[config.mk]
export PLATFORM = sky130hd
export DESIGN_NAME = drive_status_and_trip_latch
export DESIGN_NICKNAME = d
export VERILOG_FILES = /design/src/hw/drive_status_pkg.sv /design/src/hw/trip_if.sv /design/src/hw/trip_latch_bank.sv /design/src/hw/drive_status_and_trip_latch.sv
export SDC_FILE = /design/constraint.sdc
export NUM_CORES = 1
export LEC_CHECK = 0
export BUFFER_PORTS_ARGS = -buffer_cell sky130_fd_sc_hd__buf_4
export CORE_MARGIN = 2
export CORE_UTILIZATION = 40
export CTS_CLUSTER_DIAMETER = 40
export DETAILED_ROUTE_END_ITERATION = 8
export GPL_ROUTABILITY_DRIVEN = 0
export PLACE_DENSITY_LB_ADDON = 0.2
export SYNTH_ARGS = -nofsm -noshare
export SYNTH_HDL_FRONTEND = slang
export SYNTH_SLANG_ARGS = --single-unit
[constraint.sdc]
create_clock -name clk -period 10.95 [get_ports clk]
set_input_delay 1.095 -clock clk [delete_from_list [all_inputs] [get_ports clk]]
set_output_delay 1.095 -clock clk [all_outputs]
set_load 0.01 [all_outputs]
[src/hw/drive_status_pkg.sv]
// Notes on behaviour
// - Status bit 0 set when initialised and not in configuration mode.
// - Bit 1 in energised-idle or running; bit 2 while running or stopping.
// - Bit 3 while unacknowledged fault exists; bit 6 in power-locked state.
// - Bit 4 when supply present; bit 5 low while acting on quick stop.
// - Bit 9 when command word comes from the communications command.
// - Bit 12 when jog reference is used or will be used.
// - Bit 13 when running reverse or reverse will apply.
// - Bit 14 when speed reference comes from the communications reference.
// - Bit 15 when run enable withdrawn or quick stop in progress.
// - Status word is readable at all times, whatever the command source.
// - Any trip disables the power stage immediately; motor coasts.
// - Each trip stays latched until an explicit reset.
// - A latched trip is not cleared while its cause persists.
// - Drive cannot be re-enabled until every latched trip is reset.
// - Each trip source has its own latch; several may be active.
// - When tripped show a two-digit identifier and flash the healthy indicator.
// - Stop key acknowledges the trip message; escape key removes it.
// - Warn when a source nears its trip, unless warning display is off. The code has no warning for the stack overcurrent or 200% current trips.
// - Count consecutive overcurrent events; warn at two, trip at five.
// - In volts-per-hertz mode trip when current over 200% for 1 s.
// - Stall trip after 200 s in current limit; warn beyond half.
// - Overload warns past half the inverse-time allowance, trips past all.
// - Faulted state ends only on reset command with no faults remaining.
// - Trips reset only on a rising edge of command word bit 7.
package drive_status_pkg;
	// Sequencer states as reported by the sequencer logic
	typedef enum logic [2:0] {
		SEQ_NOT_READY, SEQ_POWER_LOCKED, SEQ_READY, SEQ_ENERGISED_IDLE,
		SEQ_RUNNING, SEQ_QUICKSTOP, SEQ_FAULT_REACTION, SEQ_FAULTED
	} seq_state_t;
	localparam int NUM_TRIPS         = 7;
	// Trip indices; identifier shown is index plus one
	localparam int TRIP_OVERVOLT     = 0;
	localparam int TRIP_STACK_OI     = 1;
	localparam int TRIP_UNDERVOLT    = 2;
	localparam int TRIP_OVERCURRENT  = 3;
	localparam int TRIP_CURRENT_LIM  = 4;
	localparam int TRIP_STALL        = 5;
	localparam int TRIP_INVERSE_TIME = 6;
	// Command word fields
	localparam int CW_ENABLE_OP      = 3;
	localparam int CW_RESET_FAULT    = 7;
	localparam int CW_COMMS_CONTROL  = 10;
	localparam int CW_COMMS_REF      = 11;
	localparam int CW_JOG            = 12;
	localparam int CW_REVERSE        = 13;
	// Register byte offsets
	localparam logic [4:0] REG_STATUS   = 5'h00;
	localparam logic [4:0] REG_TRIPS    = 5'h04;
	localparam logic [4:0] REG_WARNINGS = 5'h08;
	localparam logic [4:0] REG_CONFIG   = 5'h0c;
	localparam logic [4:0] REG_STALL_MS = 5'h10;
	localparam logic [4:0] REG_INV_MS   = 5'h14;
	localparam logic [4:0] REG_PANEL    = 5'h18;
	// Config fields and reset values
	localparam int CFG_SHOW_WARN     = 0;
	localparam int CFG_VHZ_MODE      = 1;
	localparam logic [1:0]  CONFIG_RESET   = 2'h1;
	localparam logic [31:0] STALL_MS_RESET = 32'h00030d40;  // 200000 ms
	localparam logic [31:0] INV_MS_RESET   = 32'h0000ea60;  // 60000 ms
	// Timing
	localparam int CLK_PERIOD_NS  = 20;
	localparam int TICK_NS        = 1000000;                // 1 ms time base
	localparam int TICK_CYCLES    = TICK_NS / CLK_PERIOD_NS;
	localparam int VHZ_LIMIT_MS   = 1000;                   // 1 s over 200%
	localparam int BLINK_HALF_MS  = 250;
	localparam logic [2:0] OC_WARN_COUNT = 3'h2;
	localparam logic [2:0] OC_TRIP_COUNT = 3'h5;
	// Synchronised pin bit positions
	localparam int PIN_SUPPLY = 0;
	localparam int PIN_OV     = 1;
	localparam int PIN_OV_W   = 2;
	localparam int PIN_OI     = 3;
	localparam int PIN_UV     = 4;
	localparam int PIN_UV_W   = 5;
	localparam int PIN_OC     = 6;
	localparam int PIN_I200   = 7;
	localparam int PIN_ILIM   = 8;
	localparam int PIN_OVLD   = 9;
	localparam int PIN_STOP   = 10;
	localparam int PIN_ESC    = 11;
	localparam int NUM_PINS   = 12;
endpackage

[src/hw/trip_if.sv]
`timescale 1ns/1ps
interface trip_if;
	logic [drive_status_pkg::NUM_TRIPS-1:0] setReq;
	logic [drive_status_pkg::NUM_TRIPS-1:0] cause;
	logic                                   clearReq;
	logic [drive_status_pkg::NUM_TRIPS-1:0] latched;
	logic [7:0]                             tripId;
	modport ctrl (output setReq, output cause, output clearReq, input latched, input tripId);
	modport bank (input setReq, input cause, input clearReq, output latched, output tripId);
endinterface

[src/hw/trip_latch_bank.sv]
`timescale 1ns/1ps
module trip_latch_bank (
	input wire logic clk,   // System clock
	input wire logic rst,   // Async reset, active high
	trip_if.bank     trips  // Set, cause, clear and latch state
);
	logic [drive_status_pkg::NUM_TRIPS-1:0] latched_q;
	logic [7:0]                             tripId_q;
	logic [7:0]                             id_d;

	// One latch per source; set wins over a clear in the same cycle
	always_ff @(posedge clk or posedge rst) begin
		if (rst) begin
			latched_q <= '0;
		end else if (trips.clearReq) begin
			latched_q <= (latched_q & trips.cause) | trips.setReq;
		end else begin
			latched_q <= latched_q | trips.setReq;
		end
	end

	// Lowest latched source gives the displayed two-digit identifier
	always_comb begin
		id_d = 8'h00;
		for (int i = drive_status_pkg::NUM_TRIPS - 1; i >= 0; i--) begin
			if (latched_q[i]) begin
				id_d = 8'((i + 1) / 10 * 16 + (i + 1) % 10);
			end
		end
	end

	always_ff @(posedge clk or posedge rst) begin
		if (rst) begin
			tripId_q <= 8'h00;
		end else begin
			tripId_q <= id_d;
		end
	end

	assign trips.latched = latched_q;
	assign trips.tripId  = tripId_q;
endmodule // trip_latch_bank

[src/hw/drive_status_and_trip_latch.sv]
`timescale 1ns/1ps
module drive_status_and_trip_latch #(
	parameter int TICK_CYCLES = drive_status_pkg::TICK_CYCLES  // Clocks per 1 ms tick
) (
	input  wire logic                           clk,               // 50 MHz clock
	input  wire logic                           rst,               // Async reset, high
	input  wire logic [4:0]                     avs_address,       // Byte address
	input  wire logic                           avs_read,          // Read strobe
	input  wire logic                           avs_write,         // Write strobe
	input  wire logic [31:0]                    avs_writedata,     // Write data
	input  wire logic [3:0]                     avs_byteenable,    // Byte lanes
	output logic [31:0]                         avs_readdata,      // Read data
	output logic                                avs_waitrequest,   // Stall
	input  wire drive_status_pkg::seq_state_t   seqState,          // Sequencer state
	input  wire logic                           initDone,          // Initialised
	input  wire logic                           configMode,        // Configuration mode
	input  wire logic                           stoppingActive,    // Stop ramp running
	input  wire logic [15:0]                    commandWord,       // Active command word
	input  wire logic                           runRequest,        // Request to energise
	input  wire logic                           supplyPresentPin,  // Line supply pin
	input  wire logic                           overVoltPin,       // DC link over trip level
	input  wire logic                           overVoltWarnPin,   // DC link near trip
	input  wire logic                           stackOverIPin,     // Stack overcurrent
	input  wire logic                           underVoltPin,      // DC link under trip
	input  wire logic                           underVoltWarnPin,  // DC link near under
	input  wire logic                           overCurrentPin,    // Overcurrent event level
	input  wire logic                           current200Pin,     // Current above 200%
	input  wire logic                           currentLimitPin,   // In current limit
	input  wire logic                           overloadPin,       // Above inverse-time level
	input  wire logic                           stopKeyPin,        // Panel stop key
	input  wire logic                           escKeyPin,         // Panel escape key
	output logic [15:0]                         sequencerStatus,   // Status word
	output logic                                powerStageEnable,  // Gate drive enable
	output logic                                enableAllowed,     // No trips latched
	output logic [7:0]                          tripId,            // BCD trip identifier
	output logic                                panelMsgShown,     // Trip message on panel
	output logic                                panelMsgAcked,     // Message acknowledged
	output logic                                panelWarning,      // Warning on panel
	output logic                                healthyLed         // Healthy indicator
);
	localparam int NT = drive_status_pkg::NUM_TRIPS;

	trip_if trips ();

	trip_latch_bank u_trip_latch_bank (
		.clk   (clk),
		.rst   (rst),
		.trips (trips)
	);

	// Two-flop synchronisers on every pin input
	logic [drive_status_pkg::NUM_PINS-1:0] pinRaw;
	logic [drive_status_pkg::NUM_PINS-1:0] pinMeta_q;
	logic [drive_status_pkg::NUM_PINS-1:0] pin_q;
	logic [drive_status_pkg::NUM_PINS-1:0] pinPrev_q;
	assign pinRaw = {escKeyPin, stopKeyPin, overloadPin, currentLimitPin, current200Pin,
		overCurrentPin, underVoltWarnPin, underVoltPin, stackOverIPin, overVoltWarnPin,
		overVoltPin, supplyPresentPin};

	always_ff @(posedge clk or posedge rst) begin
		if (rst) begin
			pinMeta_q <= '0;
			pin_q     <= '0;
			pinPrev_q <= '0;
		end else begin
			pinMeta_q <= pinRaw;
			pin_q     <= pinMeta_q;
			pinPrev_q <= pin_q;
		end
	end

	logic [drive_status_pkg::NUM_PINS-1:0] pinRise;
	assign pinRise = pin_q & ~pinPrev_q;

	// Fault reset acts only on a rising command bit 7
	logic resetBit_q;
	logic resetEdge;
	always_ff @(posedge clk or posedge rst) begin
		if (rst) begin
			resetBit_q <= 1'b0;
		end else begin
			resetBit_q <= commandWord[drive_status_pkg::CW_RESET_FAULT];
		end
	end
	assign resetEdge = commandWord[drive_status_pkg::CW_RESET_FAULT] & ~resetBit_q;

	// Software registers
	logic [1:0]  config_q;
	logic [31:0] stallMs_q;
	logic [31:0] invMs_q;
	logic        ack_q;
	logic        wrEn;
	assign wrEn = avs_write & ack_q;

	function automatic logic [31:0] merge(input logic [31:0] old, input logic [31:0] wd,
		input logic [3:0] be);
		for (int b = 0; b < 4; b++) begin
			if (be[b]) begin
				old[b*8 +: 8] = wd[b*8 +: 8];
			end
		end
		return old;
	endfunction

	always_ff @(posedge clk or posedge rst) begin
		if (rst) begin
			config_q  <= drive_status_pkg::CONFIG_RESET;
			stallMs_q <= drive_status_pkg::STALL_MS_RESET;
			invMs_q   <= drive_status_pkg::INV_MS_RESET;
		end else if (wrEn) begin
			case (avs_address)
				drive_status_pkg::REG_CONFIG: begin
					config_q <= 2'(merge(32'(config_q), avs_writedata, avs_byteenable));
				end
				drive_status_pkg::REG_STALL_MS: begin
					stallMs_q <= merge(stallMs_q, avs_writedata, avs_byteenable);
				end
				drive_status_pkg::REG_INV_MS: begin
					invMs_q <= merge(invMs_q, avs_writedata, avs_byteenable);
				end
				default: begin
				end
			endcase
		end
	end

	// 1 ms time base shared by all timed trips
	logic [31:0] tickCnt_q;
	logic        tick;
	assign tick = (tickCnt_q == 32'(TICK_CYCLES - 1));
	always_ff @(posedge clk or posedge rst) begin
		if (rst) begin
			tickCnt_q <= '0;
		end else if (tick) begin
			tickCnt_q <= '0;
		end else begin
			tickCnt_q <= tickCnt_q + 32'h1;
		end
	end

	// Consecutive overcurrent events; cleared only by an accepted reset
	logic [2:0] ocCount_q;
	always_ff @(posedge clk or posedge rst) begin
		if (rst) begin
			ocCount_q <= '0;
		end else if (resetEdge && !pin_q[drive_status_pkg::PIN_OC]) begin
			ocCount_q <= '0;
		end else if (pinRise[drive_status_pkg::PIN_OC] && ocCount_q < drive_status_pkg::OC_TRIP_COUNT) begin
			ocCount_q <= ocCount_q + 3'h1;
		end
	end

	// Time above 200% in volts-per-hertz mode
	logic [31:0] vhzMs_q;
	logic        vhzActive;
	assign vhzActive = config_q[drive_status_pkg::CFG_VHZ_MODE] & pin_q[drive_status_pkg::PIN_I200];
	always_ff @(posedge clk or posedge rst) begin
		if (rst) begin
			vhzMs_q <= '0;
		end else if (!vhzActive) begin
			vhzMs_q <= '0;
		end else if (tick && vhzMs_q < 32'(drive_status_pkg::VHZ_LIMIT_MS)) begin
			vhzMs_q <= vhzMs_q + 32'h1;
		end
	end

	// Time in current limit for stall detection
	logic [31:0] stallCnt_q;
	always_ff @(posedge clk or posedge rst) begin
		if (rst) begin
			stallCnt_q <= '0;
		end else if (!pin_q[drive_status_pkg::PIN_ILIM]) begin
			stallCnt_q <= '0;
		end else if (tick && stallCnt_q <= stallMs_q) begin
			stallCnt_q <= stallCnt_q + 32'h1;
		end
	end

	// Inverse-time allowance: fills while overloaded, drains otherwise
	logic [31:0] invAcc_q;
	always_ff @(posedge clk or posedge rst) begin
		if (rst) begin
			invAcc_q <= '0;
		end else if (tick) begin
			if (pin_q[drive_status_pkg::PIN_OVLD]) begin
				if (invAcc_q <= invMs_q) begin
					invAcc_q <= invAcc_q + 32'h1;
				end
			end else if (invAcc_q != 32'h0) begin
				invAcc_q <= invAcc_q - 32'h1;
			end
		end
	end

	// Trip set requests and persisting causes per source
	logic [NT-1:0] setReq;
	logic [NT-1:0] cause;
	always_comb begin
		setReq = '0;
		cause  = '0;
		setReq[drive_status_pkg::TRIP_OVERVOLT]     = pin_q[drive_status_pkg::PIN_OV];
		cause[drive_status_pkg::TRIP_OVERVOLT]      = pin_q[drive_status_pkg::PIN_OV];
		setReq[drive_status_pkg::TRIP_STACK_OI]     = pin_q[drive_status_pkg::PIN_OI];
		cause[drive_status_pkg::TRIP_STACK_OI]      = pin_q[drive_status_pkg::PIN_OI];
		setReq[drive_status_pkg::TRIP_UNDERVOLT]    = pin_q[drive_status_pkg::PIN_UV];
		cause[drive_status_pkg::TRIP_UNDERVOLT]     = pin_q[drive_status_pkg::PIN_UV];
		setReq[drive_status_pkg::TRIP_OVERCURRENT]  = pinRise[drive_status_pkg::PIN_OC] &
			(ocCount_q == drive_status_pkg::OC_TRIP_COUNT - 3'h1);
		cause[drive_status_pkg::TRIP_OVERCURRENT]   = pin_q[drive_status_pkg::PIN_OC];
		setReq[drive_status_pkg::TRIP_CURRENT_LIM]  = (vhzMs_q >= 32'(drive_status_pkg::VHZ_LIMIT_MS));
		cause[drive_status_pkg::TRIP_CURRENT_LIM]   = vhzActive;
		setReq[drive_status_pkg::TRIP_STALL]        = (stallCnt_q > stallMs_q);
		cause[drive_status_pkg::TRIP_STALL]         = pin_q[drive_status_pkg::PIN_ILIM];
		setReq[drive_status_pkg::TRIP_INVERSE_TIME] = (invAcc_q > invMs_q);
		cause[drive_status_pkg::TRIP_INVERSE_TIME]  = pin_q[drive_status_pkg::PIN_OVLD];
	end

	assign trips.setReq   = setReq;
	assign trips.cause    = cause;
	assign trips.clearReq = resetEdge;

	logic anyLatched;
	assign anyLatched = |trips.latched;

	// Gate drive drops in the same cycle a trip is requested
	assign powerStageEnable = runRequest & ~anyLatched & ~(|setReq);
	assign enableAllowed    = ~anyLatched;

	// Faulted state ends on a reset edge once no latch remains
	logic faulted_q;
	always_ff @(posedge clk or posedge rst) begin
		if (rst) begin
			faulted_q <= 1'b0;
		end else if (|setReq) begin
			faulted_q <= 1'b1;
		end else if (resetEdge && !anyLatched) begin
			faulted_q <= 1'b0;
		end
	end

	// Panel message: shown on new trip, stop acknowledges, escape removes
	logic msgShown_q;
	logic msgAcked_q;
	logic newTrip;
	assign newTrip = |(setReq & ~trips.latched);
	always_ff @(posedge clk or posedge rst) begin
		if (rst) begin
			msgShown_q <= 1'b0;
			msgAcked_q <= 1'b0;
		end else if (newTrip) begin
			msgShown_q <= 1'b1;
			msgAcked_q <= 1'b0;
		end else begin
			if (msgShown_q && pinRise[drive_status_pkg::PIN_STOP]) begin
				msgAcked_q <= 1'b1;
			end
			if (pinRise[drive_status_pkg::PIN_ESC]) begin
				msgShown_q <= 1'b0;
			end
		end
	end

	// Healthy indicator steady when clear, flashing when tripped
	logic [31:0] blinkMs_q;
	logic        led_q;
	always_ff @(posedge clk or posedge rst) begin
		if (rst) begin
			blinkMs_q <= '0;
			led_q     <= 1'b1;
		end else if (!anyLatched) begin
			blinkMs_q <= '0;
			led_q     <= 1'b1;
		end else if (tick) begin
			if (blinkMs_q == 32'(drive_status_pkg::BLINK_HALF_MS - 1)) begin
				blinkMs_q <= '0;
				led_q     <= ~led_q;
			end else begin
				blinkMs_q <= blinkMs_q + 32'h1;
			end
		end
	end

	// Warnings per source; only the panel warning is gated by the display setting
	logic [NT-1:0] warn_q;
	always_ff @(posedge clk or posedge rst) begin
		if (rst) begin
			warn_q <= '0;
		end else begin
			warn_q <= '0;
			warn_q[drive_status_pkg::TRIP_OVERVOLT]     <= pin_q[drive_status_pkg::PIN_OV_W];
			warn_q[drive_status_pkg::TRIP_UNDERVOLT]    <= pin_q[drive_status_pkg::PIN_UV_W];
			warn_q[drive_status_pkg::TRIP_OVERCURRENT]  <= (ocCount_q >= drive_status_pkg::OC_WARN_COUNT);
			warn_q[drive_status_pkg::TRIP_STALL]        <= (stallCnt_q > (stallMs_q >> 1));
			warn_q[drive_status_pkg::TRIP_INVERSE_TIME] <= (invAcc_q > (invMs_q >> 1));
		end
	end
	assign panelWarning = config_q[drive_status_pkg::CFG_SHOW_WARN] & (|warn_q);

	// Status word, rebuilt every cycle
	logic [15:0] status_d;
	logic [15:0] status_q;
	always_comb begin
		status_d     = 16'h0000;
		status_d[0]  = initDone & ~configMode;
		status_d[1]  = (seqState == drive_status_pkg::SEQ_ENERGISED_IDLE) ||
			(seqState == drive_status_pkg::SEQ_RUNNING);
		status_d[2]  = (seqState == drive_status_pkg::SEQ_RUNNING) | stoppingActive;
		status_d[3]  = anyLatched | faulted_q;
		status_d[4]  = pin_q[drive_status_pkg::PIN_SUPPLY];
		status_d[5]  = (seqState != drive_status_pkg::SEQ_QUICKSTOP);
		status_d[6]  = (seqState == drive_status_pkg::SEQ_POWER_LOCKED);
		status_d[9]  = commandWord[drive_status_pkg::CW_COMMS_CONTROL];
		status_d[12] = commandWord[drive_status_pkg::CW_JOG];
		status_d[13] = commandWord[drive_status_pkg::CW_REVERSE];
		status_d[14] = commandWord[drive_status_pkg::CW_COMMS_REF];
		status_d[15] = (~commandWord[drive_status_pkg::CW_ENABLE_OP] &
			(seqState == drive_status_pkg::SEQ_RUNNING)) |
			(seqState == drive_status_pkg::SEQ_QUICKSTOP);
	end

	always_ff @(posedge clk or posedge rst) begin
		if (rst) begin
			status_q <= 16'h0000;
		end else begin
			status_q <= status_d;
		end
	end

	// Bus slave: one wait cycle, then the answer at the next edge
	always_ff @(posedge clk or posedge rst) begin
		if (rst) begin
			ack_q <= 1'b0;
		end else begin
			ack_q <= (avs_read | avs_write) & ~ack_q;
		end
	end
	assign avs_waitrequest = (avs_read | avs_write) & ~ack_q;

	// Read data captured in the wait cycle; status always readable
	always_ff @(posedge clk or posedge rst) begin
		if (rst) begin
			avs_readdata <= '0;
		end else if (avs_read && !ack_q) begin
			case (avs_address)
				drive_status_pkg::REG_STATUS:   avs_readdata <= {16'h0000, status_q};
				drive_status_pkg::REG_TRIPS:    avs_readdata <= 32'(trips.latched);
				drive_status_pkg::REG_WARNINGS: avs_readdata <= 32'(warn_q);
				drive_status_pkg::REG_CONFIG:   avs_readdata <= 32'(config_q);
				drive_status_pkg::REG_STALL_MS: avs_readdata <= stallMs_q;
				drive_status_pkg::REG_INV_MS:   avs_readdata <= invMs_q;
				drive_status_pkg::REG_PANEL:    avs_readdata <= {22'h0, msgAcked_q, msgShown_q, trips.tripId};
				default:                        avs_readdata <= 32'h0;
			endcase
		end
	end

	assign sequencerStatus = status_q;
	assign tripId          = trips.tripId;
	assign panelMsgShown   = msgShown_q;
	assign panelMsgAcked   = msgAcked_q;
	assign healthyLed      = led_q;
endmodule // drive_status_and_trip_latch

==> results.toml, run 1 <==
[outcome]
outcome = "finished clean"

[critical_path]
worstSetupEndpointType = "output pin"
cp_cell_sequence = "inv_1 > ha_1 > nand4_1 > or3_1 > o221ai_1 > a221o_1 > and2_1 > nor2_1 > and3_1 > buf_4"
cpPeakStageDelay_ns = 0.69
crit_start = "stallMs_q[10]"
reg2reg_slack_ns = 6.92
r2r_start = "pin_q[9]"
r2r_end = "invAcc_q[24]"
reg2reg_depth = 11
cp_max_fo = 17
required_ns = 9.86
crit_path_top_delay_cell = "and2_1"
worstSetupPathType = "reg -> out"
cp.arrival_ns = 4.16
cp-start-kind = "flop"

[finish]
diodes = 0
layout_commonest_cell = "dfrtp_1"
area_delta_synth_final_pct = 19.1
final_cell_area_um2 = 21900
final_cell_count_no_fill = 2697
nets = 2295
drive_gt1_share_pct = 15.3
final_cell_mix = "306 x dfrtp_1, 184 x nand2_1, 165 x ha_1"

[sta]
finClkSkew_ns = 0.0340
post-route-min-period_ns = 5.25
hold_violations = 0
setup_viol = 0
max_freq_ghz = 0.190
drv_slew = 0
worst_slew_pin_slew_ns = 1.10
post-route-period-util_pct = 48.0
rsz0062_at_grt = "false"
setup_tns_ns = 0
slew_headroom_pct = 26.1

[grt]
gr-total-overflow = 0
grt_pass1_wl_um = 79400
grt_use_total_pct = 20.9
grt_max_degree = 109
antenna_found_initial = 1
grt_pass1_vias = 14500

[power]
power.share.clock_pct = 53.5
seqPwrFrac_pct = 37.6
comb_power_share_pct = 8.8
sw_frac_of_total_pct = 26.3
vdd_drop_max_mv = 0.113
power_switching_uw = 905
power.density_nw_per_um2 = 157
leakage_nw = 10.5
finalPower_mw = 3.44
p_int_mw = 2.54

[synth]
netlist_area_um2 = 18400
synth_cells = 1923
synth_top_family_by_area = "simple AND/OR/NAND/NOR gates"
synth-compound-area-share_pct = 15.1
synth_flop_cell = "dfrtp_1"
synth_enable_flop_cells = 0
synth_simple_gate_area_share_pct = 18.0
synth.avg_cell_area_um2 = 9.56
synth_cell_types = 69
ys_async_sr_fraction_pct = 100
synth_xor_area_share_pct = 4.05
ys_ff_latch = 321
synth-seq-area-share_pct = 43.8
yosys-mux-area-fraction_pct = 3.75
synth-adder-area-share_pct = 11.3
synth_warnings = 0

[placed_design]
dp_cells = 2591
hpwl_um = 35700
io_buffers = 123
place_area_um2 = 19900

[hold_path]
hp-start = "pinMeta_q[3]"
whs_endpoint = "pin_q[3]"
holdPathStages = 0
hp-class = "reg -> reg"

[detailed_routing]
routedWlPerCell_um = 18.3
drt-total-wl_um = 49200
avgViaCountPerCell = 5.47
ant_nets = 0
drc = 0
drtIter0Drc = 994
dr_total_vias = 14700
drtPass1Iterations = 5

[die]
rows = 78
num_io_pins = 143
die_h_um = 218
fp.dieW_um = 218
core-area_um2 = 45400
die_area_um2 = 47700
initial_utilization_pct = 40.5

[cts]
clock_latency_ns = 0.62
cts_max_level = 2
cts_tree = "done"
post_cts_resized = 0
cts_buffers = 56
cts.root.buffer_cell = "clkbuf_16"
ctsHoldBuffers = 0
path_clk_slew_ns = 0.06
cts_sinks = 321
cts_buffer_depth = 3
post-cts-setup-buffers = 0

[run]
max_cap_violations = 0
## synth_stat cells (all sizes together) (7+ instances only)
master | number | area, µm²
nor4 | 39 | 250
nor3 | 27 | 135
a21o | 50 | 375
a21oi | 110 | 551
nand2 | 185 | 697
clkbuf | 56 | 210
and2 | 9 | 56.3
and3 | 45 | 282
or2 | 8 | 50.1
xor2 | 34 | 298
ha | 165 | 2060
nand3 | 50 | 250
inv | 102 | 383
o21ai | 164 | 821
a22oi | 22 | 165
dfrtp | 306 | 7660
and4 | 7 | 61.3
nor2 | 123 | 462
dfstp | 15 | 394
a221oi | 7 | 61.3
mux2i | 25 | 250
o21a | 14 | 105
nand4 | 63 | 394
a31oi | 18 | 113
or4 | 10 | 75.1
xnor2 | 51 | 447
nand2b | 22 | 138
mux2 | 39 | 439
or3 | 17 | 106
buf | 22 | 133
a2111oi | 8 | 82.6
nand3b | 12 | 90.1
a211oi | 7 | 57.6
nor2b | 25 | 156
## critical path, delay by kind of cell (launching register included)
family,cells,cell delay [ns]
simple gates,5,1.67
compound gates,2,0.87
flops,1,0.54
fa+ha+maj,1,0.29
buf+inv,2,0.20
## power groups by stage
stage | Sequential [mW] | Clock [mW] | Combinational, mW
global route | 1.30 | 1.93 | 0.346
global placement | 1.31 | 0 | 0.297
CTS | 1.29 | 1.88 | 0.307
detailed placement | 1.31 | 0 | 0.304
floorplan | 1.30 | 0 | 0.199
finish | 1.29 | 1.84 | 0.304
## cell type report
| cell class | count | area, µm² |
|---|---|---|
| fill | 4272 | 23500 |
| inverter | 102 | 390 |
| clock buffer | 65 | 1490 |
| multi-input combinational | 1430 | 9670 |
| timing repair buffer | 138 | 1040 |
| clock inverter | 41 | 522 |
| sequential | 321 | 8050 |
| tap | 600 | 751 |
## logic make-up (layout without fill, tap and decap cells)
family	count (synthesis)	after routing
buf+inv	180	346
mux	64	64
compound gates	451	451
xor+xnor	85	85
flops	321	321
fa+ha+maj	166	166
other cells	1	9
simple gates	655	655
## through the flow
stage | setup slack, ns | util, % | hold slack [ns]
after global placement | 6.31 | 43.9 | 0.333
after global routing | 5.43 | 48.3 | 0.341
final | 5.70 | 48.3 | 0.344
after floorplan | 0.995 | - | 0.331
after detailed placement | 6.28 | 43.9 | 0.336
after CTS | 5.65 | 48.3 | 0.342
## registers in the layout (all words and copies together), names as in the netlist, 3 cells and up
name                             cells
pinPrev_q                            6
warn_q                               3
blinkMs_q                           32
invMs_q                             32
vhzMs_q                             32
pinMeta_q                           12
pin_q                               12
u_trip_latch_bank.trips.latched      7
sequencerStatus                     11
tickCnt_q                           32
stallCnt_q                          32
invAcc_q                            32
avs_readdata                        32
ocCount_q                            3
u_trip_latch_bank.trips.tripId       3
stallMs_q                           32
## worst max path at each step
stage | to | slack, ns | cells after the start
2_1_floorplan | ack_q | 1.0 | 1
3_3_place_gp | powerStageEnable | 6.31 | 10
3_5_place_dp | powerStageEnable | 6.28 | 10
4_1_cts | powerStageEnable | 5.65 | 10
5_1_grt | powerStageEnable | 5.43 | 10
6_report | powerStageEnable | 5.70 | 10
## routing by layer
layer	global-route usage (%)	vias to the layer above	routed length, µm	share of wire (%)
met4	6.64	2	1390	2.8
met3	3.77	82	2770	5.6
met2	31.6	339	21200	43
met5	0	-	10	0.020
met1	30.4	7140	23900	48
li1	-	7184	-	-
Power figures use the tool's default switching activity.
==> inputs of run 2 (changes only) <==
==> constraint.sdc (replaced) <==
create_clock -name clk -period 4.9 [get_ports clk]
set_input_delay 0.49 -clock clk [delete_from_list [all_inputs] [get_ports clk]]
set_output_delay 0.49 -clock clk [all_outputs]
set_load 0.01 [all_outputs]
==> results.toml, run 2 (synthesis results as in run 1) <==
[sta]
slew_headroom_pct = 20.2
hold_violations = 0
setup_viol = 0
post-route-period-util_pct = 91.6
worst_slew_pin_slew_ns = 1.19
finClkSkew_ns = 0.0354
drv_slew = 0
post-route-min-period_ns = 4.49
max_freq_ghz = 0.223
rsz0062_at_grt = "false"
setup_tns_ns = 0

[cts]
post_cts_resized = 0
cts_max_level = 2
cts.root.buffer_cell = "clkbuf_16"
post-cts-setup-buffers = 0
clock_latency_ns = 0.61
cts_buffer_depth = 3
cts_sinks = 321
cts_tree = "done"
path_clk_slew_ns = 0.05
cts_buffers = 54

[power]
leakage_nw = 10.6
power_switching_mw = 2.08
power.share.clock_pct = 52.4
power.density_nw_per_um2 = 341
comb_power_share_pct = 9.2
sw_frac_of_total_pct = 27.7
p_int_mw = 5.43
vdd_drop_max_mv = 0.278
seqPwrFrac_pct = 38.5

[finish]
area_delta_synth_final_pct = 19.7
nets = 2312
diodes = 0
final_util_pct = 48.5
drive_gt1_share_pct = 15.2
layout_commonest_cell = "dfrtp_1"
final_cell_mix = "306 x dfrtp_1, 184 x nand2_1, 165 x ha_1"

[grt]
gr-total-overflow = 0
grt_use_total_pct = 21.0
grt_pass1_wl_um = 79500
antenna_found_initial = 1
grt_pass1_vias = 14700
grt_max_degree = 184

[detailed_routing]
ant_nets = 0
drc = 0
drtPass1Iterations = 5
dr_total_vias = 14900
drtIter0Drc = 963
drt-total-wl_um = 49300
routedWlPerCell_um = 18.2
avgViaCountPerCell = 5.50

[critical_path]
worstSetupEndpointType = "output pin"
cp_max_fo = 17
worstPathBufferInverterCount = 2
crit_path_top_delay_cell = "and2_1"
cp.arrival_ns = 4.00
required_ns = 4.41
worstSetupPathType = "reg -> out"
cp-start-kind = "flop"
cpPeakStageDelay_ns = 0.68
path_delay_family = "simple AND/OR/NAND/NOR gates"
cp_cell_sequence = "inv_1 > ha_1 > nand4_1 > or3_1 > o221ai_1 > a221o_1 > and2_1 > nor2_1 > and3_1 > buf_4"

[placed_design]
hpwl_um = 36000
io_buffers = 123

[run]
max_cap_violations = 0

[die]
core-area_um2 = 45400
rows = 78
fp.dieW_um = 218
die_h_um = 218
num_io_pins = 143
die_area_um2 = 47700
initial_utilization_pct = 40.5

[outcome]
outcome = "finished clean"

[hold_path]
hp-class = "in -> reg"
## run 2: final timing paths
path                          startpoint                  to  slack, ns  depth (start not counted)
max                        stallMs_q[10]    powerStageEnable       0.41                         10
min                          seqState[2]  sequencerStatus[6]       0.05                          2
max reg2reg                     pin_q[9]        invAcc_q[22]       1.14                         11
min reg2reg                 pinMeta_q[8]            pin_q[8]       0.35                          0
max in group asynchronous            rst       blinkMs_q[13]       3.01                          4
min in group asynchronous            rst      stallCnt_q[28]       0.51                          3
## run 2: routing by layer
metal	global-route usage [%]	share of wire [%]
met4	7.73	3.1
met1	29.6	48
met5	0	0.026
met3	3.91	5.8
met2	32.0	43
## run 2: metrics by stage
step           instances  power (mW)  setup slack, ns  cell area [µm²]  hold WS, ns
3_5_place_dp        2591        3.61             1.02            19900        0.336
3_3_place_gp        2591        3.60             1.06            19900        0.332
6_report            2712        7.51            0.411            22000       0.0489
5_1_grt             2712        7.84            0.137            22000       0.0339
2_1_floorplan       1931        3.34            0.141            18400        0.331
4_1_cts             2712        7.61            0.368            22000       0.0157
## run 2: power by group through the flow
stage | combinational [mW] | sequential (mW) | clock [mW]
floorplan | 0.445 | 2.89 | 0
global placement | 0.667 | 2.93 | 0
detailed placement | 0.678 | 2.94 | 0
CTS | 0.695 | 2.89 | 4.02
global route | 0.781 | 2.90 | 4.15
finish | 0.690 | 2.89 | 3.93
## run 2: final cells by class
| type | count | area [µm²] |
|---|---|---|
| clock buffers | 59 | 1410 |
| clock inverters | 43 | 493 |
| fillers | 4241 | 23400 |
| inverters | 102 | 387 |
| multi-input cells | 1430 | 9670 |
| flip-flops and latches | 321 | 8050 |
| well taps | 600 | 751 |
| repair buffers | 157 | 1250 |
## run 2: what timing repair did
item,4_1_cts,5_1_grt
endpoints found under the setup margin,0,0
hold buffers,19,0
endpoints found under the hold margin,37,0
## run 2: worst reg2reg max path: cells and delay by family (launching register included)
kind	cells	cell delay, ns
AOI/OAI and AO/OA	6	1.25
buffers and inverters	1	0.35
DFF	1	0.51
adders and majority gates	1	0.55
and+or+nand+nor	2	0.79
xor gates and xnor gates	1	0.16
